<file path="config.mk">
export PLATFORM = sky130hd
export DESIGN_NAME = oerc_device_flat
export DESIGN_NICKNAME = d
export VERILOG_FILES = /design/src/oerc_pkg.sv /design/src/oerc_link_if.sv /design/src/oerc_device.sv /design/src/flat_wrapper.sv
export SDC_FILE = /design/constraint.sdc
export NUM_CORES = 1
export LEC_CHECK = 0
export BUFFER_PORTS_ARGS = -buffer_cell sky130_fd_sc_hd__buf_2
export CORE_ASPECT_RATIO = 1.5
export CORE_MARGIN = 10
export CORE_UTILIZATION = 53
export DETAILED_ROUTE_END_ITERATION = 12
export PLACE_DENSITY = 0.82
export SLEW_MARGIN = 20
export SYNTH_ARGS = -nofsm -noshare
export SYNTH_HDL_FRONTEND = slang
export SYNTH_SLANG_ARGS = --single-unit
</file>
<file path="constraint.sdc">
create_clock -name ref_clk -period 1.61 [get_ports ref_clk]
set_input_delay 0.322 -clock ref_clk [delete_from_list [all_inputs] [get_ports ref_clk]]
set_output_delay 0.322 -clock ref_clk [all_outputs]
set_load 0.005 [all_outputs]
</file>
<file path="src/oerc_pkg.sv">
// Shared constants for the output enable and reset control link
// Assumes one clock, ref_clk at 100 MHz, and a synchronous active-high reset
package oerc_pkg;

	// ------------------------------------------------------------
	// Host register map (APB byte addresses)
	// ------------------------------------------------------------
	localparam logic [31:0] ADDR_CTRL = 32'h0000_0000;
	localparam logic [31:0] ADDR_PINS = 32'h0000_0004;
	localparam logic [31:0] ADDR_STAT = 32'h0000_0008;

	// ------------------------------------------------------------
	// Control register fields
	// ------------------------------------------------------------
	localparam int CTRL_RANGE_LSB = 0;
	localparam int CTRL_DRV_EN    = 4;
	localparam int CTRL_CLR_LVL   = 5;
	localparam int CTRL_RSET      = 6;
	localparam int CTRL_RESET     = 7;
	localparam logic [31:0] CTRL_RST = 32'h0000_0000;

	// ------------------------------------------------------------
	// Pin register fields
	// ------------------------------------------------------------
	localparam int PIN_RANGE_LSB = 0;
	localparam int PIN_EN        = 4;
	localparam int PIN_CLR_LVL   = 5;
	localparam int PIN_CLEAR     = 6;
	localparam int PIN_RESET_N   = 7;
	localparam int PIN_HWSEL     = 8;
	localparam logic [31:0] PINS_RST = 32'h0000_0080;

	// ------------------------------------------------------------
	// Status register fields
	// ------------------------------------------------------------
	localparam int STAT_RANGE_LSB = 0;
	localparam int STAT_ENABLED   = 4;
	localparam int STAT_CLEAR     = 5;
	localparam int STAT_CLR_LEVEL = 6;
	localparam int STAT_HW_MODE   = 7;
	localparam int STAT_IN_RESET  = 8;
	localparam int STAT_RESET_BIT = 9;
	localparam int STAT_RSET      = 10;
	localparam int STAT_ERR       = 11;
	localparam int STAT_DRV_LSB   = 12;

	// ------------------------------------------------------------
	// Range codes, pin vector width and reset value, and power-up sensing time
	// ------------------------------------------------------------
	localparam logic [3:0] RANGE_4_20 = 4'h0;
	localparam logic [3:0] RANGE_0_24 = 4'h2;
	localparam int         PIN_W      = 9;
	localparam logic [8:0] PIN_VEC_RST = 9'h080;
	localparam logic [3:0] SENSE_CYC  = 4'h4;

	typedef enum logic [1:0] {
		DRV_HIZ    = 2'b00,
		DRV_NORMAL = 2'b01,
		DRV_CLEAR  = 2'b10
	} oerc_drv_t;

	typedef enum logic [1:0] {
		ST_SENSE = 2'b00,
		ST_RUN   = 2'b01,
		ST_RESET = 2'b10
	} oerc_state_t;

endpackage

</file>
<file path="src/oerc_link_if.sv">
// Link between the controller and the output driver control logic
// Assumes both ends run on the same ref_clk; pins are levels
interface oerc_link_if;
	import oerc_pkg::*;

	logic            wr_stb;
	logic [3:0]      wr_range_select;
	logic            wr_output_drive_enable;
	logic            wr_clear_level_select;
	logic            wr_rset;
	logic            wr_reset;
	logic [3:0]      pin_range_select;
	logic            pin_output_drive_enable;
	logic            pin_clear_level_select;
	logic            pin_clear;
	logic            pin_reset_n;
	logic            pin_hardware_mode_select;
	oerc_drv_t       drv_state;
	logic [3:0]      drv_range;
	logic            drv_clear_level;
	logic            dev_hw_mode;
	logic            dev_in_reset;
	logic            rb_reset_bit;
	logic            rb_rset;

	modport dev (
		input  wr_stb, wr_range_select, wr_output_drive_enable,
		input  wr_clear_level_select, wr_rset, wr_reset,
		input  pin_range_select, pin_output_drive_enable,
		input  pin_clear_level_select, pin_clear, pin_reset_n,
		input  pin_hardware_mode_select,
		output drv_state, drv_range, drv_clear_level, dev_hw_mode,
		output dev_in_reset, rb_reset_bit, rb_rset
	);

	modport host (
		output wr_stb, wr_range_select, wr_output_drive_enable,
		output wr_clear_level_select, wr_rset, wr_reset,
		output pin_range_select, pin_output_drive_enable,
		output pin_clear_level_select, pin_clear, pin_reset_n,
		output pin_hardware_mode_select,
		input  drv_state, drv_range, drv_clear_level, dev_hw_mode,
		input  dev_in_reset, rb_reset_bit, rb_rset
	);

endinterface

</file>
<file path="src/oerc_device.sv">
// Output enable, range and reset control of the current output driver
// Assumes the controller end on the link; pins arrive as async levels
//
// The placing of the registers and the APB register port are this design's own decisions.
module oerc_device (
	input  wire logic        ref_clk,
	input  wire logic        rst,
	oerc_link_if.dev         lnk,
	output oerc_pkg::oerc_drv_t iout_state,
	output logic [3:0]       iout_range,
	output logic             iout_clear_level,
	output logic             hw_mode
);
	import oerc_pkg::*;

	// ------------------------------------------------------------
	// Pin synchronisers and agreement filter
	// ------------------------------------------------------------
	logic [PIN_W-1:0] pin_raw;
	logic [PIN_W-1:0] sync1_ff;
	logic [PIN_W-1:0] sync2_ff;
	logic [PIN_W-1:0] sync3_ff;
	logic [PIN_W-1:0] flt_ff;

	assign pin_raw = {lnk.pin_hardware_mode_select, lnk.pin_reset_n,
		lnk.pin_clear, lnk.pin_clear_level_select,
		lnk.pin_output_drive_enable, lnk.pin_range_select};

	genvar gi;
	generate
		for (gi = 0; gi < PIN_W; gi++) begin : g_sync
			always_ff @(posedge ref_clk) begin
				if (rst) begin
					sync1_ff[gi] <= PIN_VEC_RST[gi];
					sync2_ff[gi] <= PIN_VEC_RST[gi];
					sync3_ff[gi] <= PIN_VEC_RST[gi];
					flt_ff[gi]   <= PIN_VEC_RST[gi];
				end else begin
					sync1_ff[gi] <= pin_raw[gi];
					sync2_ff[gi] <= sync1_ff[gi];
					sync3_ff[gi] <= sync2_ff[gi];
					if (sync2_ff[gi] == sync3_ff[gi]) begin
						flt_ff[gi] <= sync3_ff[gi];
					end
				end
			end
		end
	endgenerate

	logic [3:0] f_range;
	logic       f_en;
	logic       f_clr_lvl;
	logic       f_clear;
	logic       f_reset_n;
	logic       f_hwsel;

	assign f_range   = flt_ff[3:0];
	assign f_en      = flt_ff[4];
	assign f_clr_lvl = flt_ff[5];
	assign f_clear   = flt_ff[6];
	assign f_reset_n = flt_ff[7];
	assign f_hwsel   = flt_ff[8];

	// ------------------------------------------------------------
	// Power-up mode sensing and reset sequencing
	// ------------------------------------------------------------
	oerc_state_t state_ff;
	oerc_state_t nxt_state;
	logic [3:0]  sense_cnt_ff;
	logic        hw_mode_ff;
	logic        reset_bit_ff;
	logic        sw_reset_req;

	// Reset pin and reset bit only count in software mode
	assign sw_reset_req = ~hw_mode_ff & (~f_reset_n | reset_bit_ff);

	always_ff @(posedge ref_clk) begin
		if (rst) begin
			sense_cnt_ff <= 4'h0;
		end else if (state_ff == ST_SENSE) begin
			sense_cnt_ff <= sense_cnt_ff + 4'h1;
		end
	end

	always_ff @(posedge ref_clk) begin
		if (rst) begin
			hw_mode_ff <= 1'b0;
		end else if (state_ff == ST_SENSE && sense_cnt_ff == SENSE_CYC) begin
			hw_mode_ff <= f_hwsel;
		end
	end

	always_comb begin
		nxt_state = state_ff;
		case (state_ff)
			ST_SENSE: begin
				if (sense_cnt_ff == SENSE_CYC) begin
					nxt_state = ST_RUN;
				end
			end
			ST_RUN: begin
				if (sw_reset_req) begin
					nxt_state = ST_RESET;
				end
			end
			ST_RESET: begin
				if (f_reset_n) begin
					nxt_state = ST_RUN;
				end
			end
			default: begin
				nxt_state = ST_SENSE;
			end
		endcase
	end

	always_ff @(posedge ref_clk) begin
		if (rst) begin
			state_ff <= ST_SENSE;
		end else begin
			state_ff <= nxt_state;
		end
	end

	// ------------------------------------------------------------
	// Control register
	// ------------------------------------------------------------
	logic [3:0] range_ff;
	logic       drv_en_ff;
	logic       clr_lvl_ff;
	logic       rset_ff;
	logic       wr_ok;

	assign wr_ok = lnk.wr_stb & ~hw_mode_ff & (state_ff == ST_RUN)
		& ~sw_reset_req;

	always_ff @(posedge ref_clk) begin
		if (rst || state_ff == ST_SENSE) begin
			range_ff   <= 4'h0;
			drv_en_ff  <= 1'b0;
			clr_lvl_ff <= 1'b0;
			rset_ff    <= 1'b0;
		end else if (state_ff == ST_RESET) begin
			range_ff   <= 4'h0;
			drv_en_ff  <= 1'b0;
			clr_lvl_ff <= 1'b0;
			rset_ff    <= 1'b0;
		end else if (wr_ok) begin
			range_ff   <= lnk.wr_range_select;
			drv_en_ff  <= lnk.wr_output_drive_enable;
			clr_lvl_ff <= lnk.wr_clear_level_select;
			rset_ff    <= lnk.wr_rset;
		end
	end

	always_ff @(posedge ref_clk) begin
		if (rst || state_ff == ST_SENSE) begin
			reset_bit_ff <= 1'b0;
		end else if (state_ff == ST_RESET) begin
			reset_bit_ff <= 1'b0;
		end else if (wr_ok) begin
			reset_bit_ff <= lnk.wr_reset;
		end
	end

	// ------------------------------------------------------------
	// Output drive state
	// ------------------------------------------------------------
	oerc_drv_t  nxt_drv;
	logic [3:0] nxt_range;
	logic       nxt_clr_level;
	logic       en_eff;
	oerc_drv_t  drv_ff;
	logic [3:0] drv_range_ff;
	logic       clr_level_ff;

	always_comb begin
		en_eff        = hw_mode_ff ? f_en : drv_en_ff;
		nxt_range     = hw_mode_ff ? f_range : range_ff;
		nxt_clr_level = f_clr_lvl | (~hw_mode_ff & clr_lvl_ff);
		// A pending reset keeps the output off, no enable glitch
		if (state_ff != ST_RUN || sw_reset_req) begin
			nxt_drv = DRV_HIZ;
		end else if (!en_eff) begin
			nxt_drv = DRV_HIZ;
		end else if (f_clear) begin
			nxt_drv = DRV_CLEAR;
		end else begin
			nxt_drv = DRV_NORMAL;
		end
	end

	always_ff @(posedge ref_clk) begin
		if (rst) begin
			drv_ff       <= DRV_HIZ;
			drv_range_ff <= 4'h0;
			clr_level_ff <= 1'b0;
		end else begin
			drv_ff       <= nxt_drv;
			drv_range_ff <= nxt_range;
			clr_level_ff <= nxt_clr_level;
		end
	end

	logic in_reset_ff;

	always_ff @(posedge ref_clk) begin
		if (rst) begin
			in_reset_ff <= 1'b1;
		end else begin
			in_reset_ff <= (nxt_state != ST_RUN);
		end
	end

	// ------------------------------------------------------------
	// Outputs
	// ------------------------------------------------------------
	assign iout_state           = drv_ff;
	assign iout_range           = drv_range_ff;
	assign iout_clear_level     = clr_level_ff;
	assign hw_mode              = hw_mode_ff;
	assign lnk.drv_state        = drv_ff;
	assign lnk.drv_range        = drv_range_ff;
	assign lnk.drv_clear_level  = clr_level_ff;
	assign lnk.dev_hw_mode      = hw_mode_ff;
	assign lnk.dev_in_reset     = in_reset_ff;
	assign lnk.rb_reset_bit     = reset_bit_ff;
	assign lnk.rb_rset          = rset_ff;

endmodule

</file>
<file path="src/flat_wrapper.sv">
// flat-port wrapper written by rule: the top's interface ports become plain ports
module oerc_device_flat import oerc_pkg::*;
  (ref_clk, rst, iout_state, iout_range, iout_clear_level, hw_mode, lnk_wr_stb, lnk_wr_range_select, lnk_wr_output_drive_enable, lnk_wr_clear_level_select, lnk_wr_rset, lnk_wr_reset, lnk_pin_range_select, lnk_pin_output_drive_enable, lnk_pin_clear_level_select, lnk_pin_clear, lnk_pin_reset_n, lnk_pin_hardware_mode_select, lnk_drv_state, lnk_drv_range, lnk_drv_clear_level, lnk_dev_hw_mode, lnk_dev_in_reset, lnk_rb_reset_bit, lnk_rb_rset);
  oerc_link_if lnk_i ();
  input  wire logic ref_clk;
  input  wire logic rst;
  output oerc_pkg::oerc_drv_t iout_state;
  output logic [3:0] iout_range;
  output logic iout_clear_level;
  output logic hw_mode;
  input wire logic [$bits(lnk_i.wr_stb)-1:0] lnk_wr_stb;
  input wire logic [$bits(lnk_i.wr_range_select)-1:0] lnk_wr_range_select;
  input wire logic [$bits(lnk_i.wr_output_drive_enable)-1:0] lnk_wr_output_drive_enable;
  input wire logic [$bits(lnk_i.wr_clear_level_select)-1:0] lnk_wr_clear_level_select;
  input wire logic [$bits(lnk_i.wr_rset)-1:0] lnk_wr_rset;
  input wire logic [$bits(lnk_i.wr_reset)-1:0] lnk_wr_reset;
  input wire logic [$bits(lnk_i.pin_range_select)-1:0] lnk_pin_range_select;
  input wire logic [$bits(lnk_i.pin_output_drive_enable)-1:0] lnk_pin_output_drive_enable;
  input wire logic [$bits(lnk_i.pin_clear_level_select)-1:0] lnk_pin_clear_level_select;
  input wire logic [$bits(lnk_i.pin_clear)-1:0] lnk_pin_clear;
  input wire logic [$bits(lnk_i.pin_reset_n)-1:0] lnk_pin_reset_n;
  input wire logic [$bits(lnk_i.pin_hardware_mode_select)-1:0] lnk_pin_hardware_mode_select;
  output wire logic [$bits(lnk_i.drv_state)-1:0] lnk_drv_state;
  output wire logic [$bits(lnk_i.drv_range)-1:0] lnk_drv_range;
  output wire logic [$bits(lnk_i.drv_clear_level)-1:0] lnk_drv_clear_level;
  output wire logic [$bits(lnk_i.dev_hw_mode)-1:0] lnk_dev_hw_mode;
  output wire logic [$bits(lnk_i.dev_in_reset)-1:0] lnk_dev_in_reset;
  output wire logic [$bits(lnk_i.rb_reset_bit)-1:0] lnk_rb_reset_bit;
  output wire logic [$bits(lnk_i.rb_rset)-1:0] lnk_rb_rset;
  assign lnk_i.wr_stb = lnk_wr_stb;
  assign lnk_i.wr_range_select = lnk_wr_range_select;
  assign lnk_i.wr_output_drive_enable = lnk_wr_output_drive_enable;
  assign lnk_i.wr_clear_level_select = lnk_wr_clear_level_select;
  assign lnk_i.wr_rset = lnk_wr_rset;
  assign lnk_i.wr_reset = lnk_wr_reset;
  assign lnk_i.pin_range_select = lnk_pin_range_select;
  assign lnk_i.pin_output_drive_enable = lnk_pin_output_drive_enable;
  assign lnk_i.pin_clear_level_select = lnk_pin_clear_level_select;
  assign lnk_i.pin_clear = lnk_pin_clear;
  assign lnk_i.pin_reset_n = lnk_pin_reset_n;
  assign lnk_i.pin_hardware_mode_select = lnk_pin_hardware_mode_select;
  assign lnk_drv_state = lnk_i.drv_state;
  assign lnk_drv_range = lnk_i.drv_range;
  assign lnk_drv_clear_level = lnk_i.drv_clear_level;
  assign lnk_dev_hw_mode = lnk_i.dev_hw_mode;
  assign lnk_dev_in_reset = lnk_i.dev_in_reset;
  assign lnk_rb_reset_bit = lnk_i.rb_reset_bit;
  assign lnk_rb_rset = lnk_i.rb_rset;
  oerc_device u_core (.ref_clk(ref_clk), .rst(rst), .lnk(lnk_i), .iout_state(iout_state), .iout_range(iout_range), .iout_clear_level(iout_clear_level), .hw_mode(hw_mode));
endmodule
</file>
==> run summary, run 1 <==
outcome - complete, no violations
Synth Area in Compound Gates - 0.130
Buf+Inv Stages, Crit Path - 1
ANT nets after route - 0
clock buffer depth - 2
WL per Instance - 13.1 um
first-pass GRT wire length - 6340 um
DRT iter0 DRCs - 74
initial antenna violation count - 0
final WL - 3760 um
simple-gate area share of the yosys netlist - 0.199
io pins - 39
Psw - 0.000646 W
CTS tree - yes
WP depth - 1
grt met1 use - 0.112
met3 usage - 0.0653
Yosys top cell by area - dfxtp_1
clock skew - 0.00629 ns
setup bufs post-CTS - 0
power density cells - 1170 mW/mm^2
FF-to-FF path depth - 3
Setup crit end - lnk_dev_hw_mode
Int Power - 0.00221 W
most used routing layer - met2
crit-path max FO - 12
reg2reg start - u_core.hw_mode$_SDFFE_PP0P_
max capacitance violation total - 0
Setup Viol. Count Final - 0
most common cell after layout, fill and taps aside - dfxtp_1
H-tree depth - 3
Synthesized Nets - 227
CP startpoint kind - flop
GPL Wtd Cong - 0.751
largest net degree at the start of global routing - 39
Die ar. - 0.00691 mm^2
Cells after DPL - 271
Reg-to-Reg End - u_core.lnk.rb_reset_bit$_SDFFE_PP0P_
post-synthesis mux area share - 0.0245
Worst-Margin Slew - 0.492 ns
worst skew pair latency - 0.33 ns
core box area - 0.00375 mm^2
total power - 0.00285 W
Post-Syn Area - 0.00209 mm^2
clock slew at reported path FFs - 0.06 ns
Setup crit end kind - output port
Yosys reg bits - 59
Fin. Hold Viols - 0
n_diodes - 0
crit path cell chain - buf_2
main combinational cell family by area after synthesis - simple AND/OR/NAND/NOR gates
Vias - 1,506
TritonCTS Buffers - 9
RSZ-0062 raised after global routing - no
Die Ht - 96.9 um
Post-Synth Adder-Cell Area - 0.0120
cell count after synthesis - 205
CTS sink cnt - 59
CP peak stage delay - 0.62 ns
detailed placement HPWL - 2630 um
NumNets Final - 261
chip width - 71.3 um
Setup TNS - 0 ns
vias in the first global route - 1,505
sequential fraction of design power - 0.536
count of pins over their slew limit - 0
critical setup path kind - flop to output port
Via density - 5.25
Final Cycle Share - 0.920
CP Launch Point - u_core.hw_mode$_SDFFE_PP0P_
multi-input logic area - 781 um^2
Clock Tree Root - clkbuf_8
first drt pass iteration count - 4
Clk pwr share - 0.412
Initial Util - 0.558
Register Area - 0.00118 mm^2
Max IR drop VDD - 732 uV
sw frac - 0.226
Yosys warnings - 0
Worst Path Arrival - 1.16 ns
Filler Cell Count - 329
row cnt - 27
post-CTS sizing - 0
share of synthesized flip-flops with an asynchronous set or reset - 0
Leak - 0.972 nW
layout cells sized above 1 - 0.254
Comb pwr share - 0.052
Crit-path slowest cell - dfxtp_1
hold buffer count at cts - 0
final std cells w/o fill - 287
post-synth cell types - 35
Port-buffer cells - 38
xor and xnor area share after synthesis - 0.00837
Worst Path Required - 1.29 ns
gr ovfl total - 0
Post-synth EDFFs - 0
fmax - 0.675 GHz
Top delay family on crit path - flip-flops
Seq/Total Area, Yosys - 0.565
DRC - 0
minimum clock period - 1.48 ns
reg2reg setup slack - 0.29 ns
met2 usage - 0.175
Hold Crit Class - primary input to flop
most frequent cells in the layout - 59 x dfxtp_1, 38 x buf_2, 30 x nor2b_1
ys flop type - dfxtp_1
largest cells by area after synthesis - dfxtp_1 56%, nor2b_1 9.0%, buf_4 3.9%
Slew HR - 0.671
gr usage total - 0.112
Layout Area Growth over Synthesis - 16.0%
Syn Area/Cell - 10.2 um^2
share of the synthesized area in the top cell type - 0.565
[area by class of cell]
class,count,share of cell area
Inverter,4,0.00619
Clock inverter,5,0.0113
Sequential cell,59,0.487
Clock buffer,11,0.0624
Multi-Input combinational cell,125,0.322
Tap cell,43,0.0222
Timing Repair Buffer,40,0.0897
[cell usage after synthesis, drive strengths merged, types with 3 or more instances]
cell type / number
a21boi: 8
a21oi: 12
buf: 14
clkbuf: 3
dfxtp: 59
inv: 4
mux2i: 4
nand2: 10
nand3: 7
nor2: 10
nor2b: 30
o21ai: 17
or2: 3
[cells by family after synthesis]
family | Yosys count
AO/OA/AOI/OAI | 45
flip-flops | 59
AND/OR/NAND/NOR | 71
XOR/XNOR | 2
multiplexers | 5
buffers and inverters | 21
adder cells (fa/ha/maj) | 2
[power groups by stage]
stage               clock network, W  registers [W]  logic, W
detailed placement                 0        0.00156  0.000149
CTS                          0.00121        0.00153  0.000150
global placement                   0        0.00156  0.000145
floorplan                          0        0.00155  0.000106
finish                       0.00117        0.00153  0.000150
global route                 0.00128        0.00153  0.000173
[worst min-delay path by stage]
stage                                              from                            end  slack (ns)  cells after the start
after global placement    u_core.sync1_ff[7]$_SDFF_PP1_  u_core.sync2_ff[7]$_SDFF_PP1_        0.39                      1
after floorplan           u_core.sync1_ff[7]$_SDFF_PP1_  u_core.sync2_ff[7]$_SDFF_PP1_        0.39                      1
after CTS                               lnk_pin_reset_n  u_core.sync1_ff[7]$_SDFF_PP1_        0.16                      2
final                                   lnk_pin_reset_n  u_core.sync1_ff[7]$_SDFF_PP1_        0.18                      2
after global routing                    lnk_pin_reset_n  u_core.sync1_ff[7]$_SDFF_PP1_        0.17                      2
after detailed placement  u_core.sync1_ff[7]$_SDFF_PP1_  u_core.sync2_ff[7]$_SDFF_PP1_        0.39                      1
[per-stage QoR]
step	instance area (um^2)	hold WS, ns	setup slack [ns]	utilization
3_5_place_dp	2250	0.394	0.294	0.600
4_1_cts	2430	0.160	0.106	0.647
3_3_place_gp	2250	0.391	0.330	0.600
5_1_grt	2430	0.166	0.0533	0.647
2_1_floorplan	2090	0.389	0.436	-
6_report	2430	0.178	0.128	0.647
[state kept, by name, summed over array words and instances, names as in the netlist, 2 cells and up]
name / flops
u_core.sync2_ff: 9
u_core.range_ff: 4
u_core.sync1_ff: 9
u_core.state_ff: 2
u_core.sense_cnt_ff: 4
u_core.sync3_ff: 9
u_core.iout_range: 4
u_core.f_range: 4
u_core.iout_state: 2
[routing by layer]
metal / vias to the layer above / routed length [um]
li1: 757 / -
met1: 693 / 1610
met2: 51 / 1740
met3: 5 / 359
met4: 0 / 51
met5: - / 0
Power figures use the tool's default switching activity.
==> run 2: changes to the inputs <==
- CORE_UTILIZATION: 53 -> 56
- CTS_BUF_LIST: not set -> sky130_fd_sc_hd__clkbuf_8
- PLACE_DENSITY: 0.82 -> 0.85
==> run 2 against run 1 <==
  * Power shrank 3.5%
  * Final cell count stayed put
  * Count of clock-buffer cells in the layout down 2
  * First-iteration DRC count rose by 57%
  * Die area is 4.1% lower
  * Sequential power about the same
  * Via count decreased by 1.2%
  * Critical endpoint unchanged
  * Largest power group unchanged
  * Highest routed layer unchanged
==> run summary, run 2 (same netlist as run 1, synthesis figures left out) <==
DP Worst Slack - 0.291 ns (-0.00292 ns)
CP startpoint kind - flop
Layout Area Growth over Synthesis - 15.2%
Buf+Inv Stages, Crit Path - 1 (unchanged)
Vias - 1,488 (-1.2%)
Die ar. - 0.00663 mm^2 (-4.1%)
layout cells sized above 1 - 0.246 (-0.00820)
clock slew at reported path FFs - 0.06 ns (about the same)
Setup Viol. Count Final - 0 (unchanged)
most frequent cells in the layout - 59 x dfxtp_1, 38 x buf_2, 30 x nor2b_1
final setup margin - 0.155 ns (+0.0265 ns)
Hold Crit Class - primary input to flop
TritonCTS Buffers - 9 (unchanged)
post-CTS sizing - 0 (unchanged)
clock skew - 0.00530 ns (-0.000994 ns)
final WL - 3840 um (+2.1%)
minimum clock period - 1.46 ns (-0.0265 ns)
Worst Path Arrival - 1.13 ns (-0.03 ns)
crit-path max FO - 12 (unchanged)
power density cells - 1140 mW/mm^2 (-2.8%)
hold buffer count at cts - 0 (unchanged)
fmax - 0.687 GHz (+1.8%)
CTS sink cnt - 59 (unchanged)
Crit-path slowest cell - dfxtp_1
most common cell after layout, fill and taps aside - dfxtp_1
outcome - complete, no violations
final std cells w/o fill - 287 (unchanged)
GPL Wtd Cong - 0.813 (+8.3%)
Die Ht - 94.9 um (-2.2%)
ANT nets after route - 0 (unchanged)
Via density - 5.18 (-1.2%)
Leak - 0.964 nW (-0.77%)
Post-DP Area - 0.00225 mm^2 (unchanged)
Setup crit end kind - output port
row cnt - 27 (unchanged)
n_diodes - 0 (unchanged)
setup bufs post-CTS - 0 (unchanged)
gr ovfl total - 0 (unchanged)
worst skew pair latency - 0.33 ns (about the same)
RSZ-0062 raised after global routing - no
CTS tree - yes
Setup TNS - 0 ns (unchanged)
largest net degree at the start of global routing - 43 (+10%)
first-pass GRT wire length - 6320 um (-0.33%)
core box area - 0.00365 mm^2 (-2.7%)
chip width - 69.9 um (-1.9%)
CP peak stage delay - 0.61 ns (about the same)
Fin. Hold Viols - 0 (unchanged)
Worst-Margin Slew - 0.462 ns (-0.0295 ns)
met3 usage - 0.0672 (+0.00185)
NumNets Final - 261 (unchanged)
grt met1 use - 0.115 (+0.00366)
Max IR drop VDD - 812 uV (+11%)
DRC - 0 (unchanged)
crit path cell chain - buf_2
count of pins over their slew limit - 0 (unchanged)
Slew HR - 0.691 (+0.0199)
cell area after layout - 0.00241 mm^2 (-0.72%)
critical setup path kind - flop to output port
clock buffer depth - 2 (unchanged)
first drt pass iteration count - 4 (unchanged)
vias in the first global route - 1,443 (-4.1%)
max capacitance violation total - 0 (unchanged)
Final Cycle Share - 0.904 (-0.0165)
met2 usage - 0.188 (+0.0131)
Initial Util - 0.573 (+0.0155)
Port-buffer cells - 38 (unchanged)
DRT iter0 DRCs - 116 (+57%)
WL per Instance - 13.4 um (+2.1%)
Clock Tree Root - clkbuf_8
hold slack - 0.175 ns (-0.00275 ns)
gr usage total - 0.120 (+0.00777)
detailed placement HPWL - 2800 um (+6.5%)
io pins - 39 (unchanged)
biggest registers after layout - u_core.sync1_ff: 9 flops, u_core.sync2_ff: 9 flops, u_core.sync3_ff: 9 flops
Worst Path Required - 1.29 ns (about the same)
Top delay family on crit path - flip-flops
most used routing layer - met2
H-tree depth - 3 (unchanged)
initial antenna violation count - 0 (unchanged)
Cells after DPL - 271 (unchanged)
## run 2: cell count changes in the layout (fill, tap and decap cells not counted)
cell and delta:
clkbuf_8 -2, clkinv_2 -1, clkinvlp_4 +1, inv_1 +2
## run 2: per-layer routing
metal | share of wire | routed length (um) | vias to the layer above
met5 | 0 | 0 | -
met4 | 0.027 | 104 | 0
met3 | 0.078 | 301 | 10
met2 | 0.48 | 1840 | 46
li1 | - | - | 755
met1 | 0.42 | 1600 | 677
## run 2: worst paths after layout
| check | startpoint | endpoint | slack (ns) | cells after the start |
|---|---|---|---|---|
| setup / recovery | u_core.hw_mode$_SDFFE_PP0P_ | lnk_dev_hw_mode | 0.15 | 1 |
| hold / removal | lnk_pin_reset_n | u_core.sync1_ff[7]$_SDFF_PP1_ | 0.18 | 2 |
| setup reg to reg | u_core.hw_mode$_SDFFE_PP0P_ | u_core.drv_en_ff$_SDFFE_PP0P_ | 0.28 | 3 |
| hold reg to reg | u_core.sync1_ff[7]$_SDFF_PP1_ | u_core.sync2_ff[7]$_SDFF_PP1_ | 0.41 | 1 |
## run 2: area by class of cell
class / instances / area, um^2
Timing Repair Buffer: 40 / 218
Sequential cell: 59 / 1180
Fill cell: 286 / 1240
Multi-Input combinational cell: 125 / 781
Clock inverter: 7 / 37.5
Tap cell: 43 / 53.8
Inverter: 4 / 15.0
Clock buffer: 9 / 124
## run 2: power breakdown
group | internal [W] | switching, W
Clock | 0.000536 | 0.000538
Combinational | 0.0000725 | 0.0000763
Sequential | 0.00150 | 0.0000262
Total | 0.00211 | 0.000641
## run 2: metrics by stage
stage                      util  power [W]
after CTS                 0.660    0.00279
after floorplan               -    0.00166
after detailed placement  0.616    0.00171
after global routing      0.660    0.00288
final                     0.660    0.00275
after global placement    0.616    0.00170
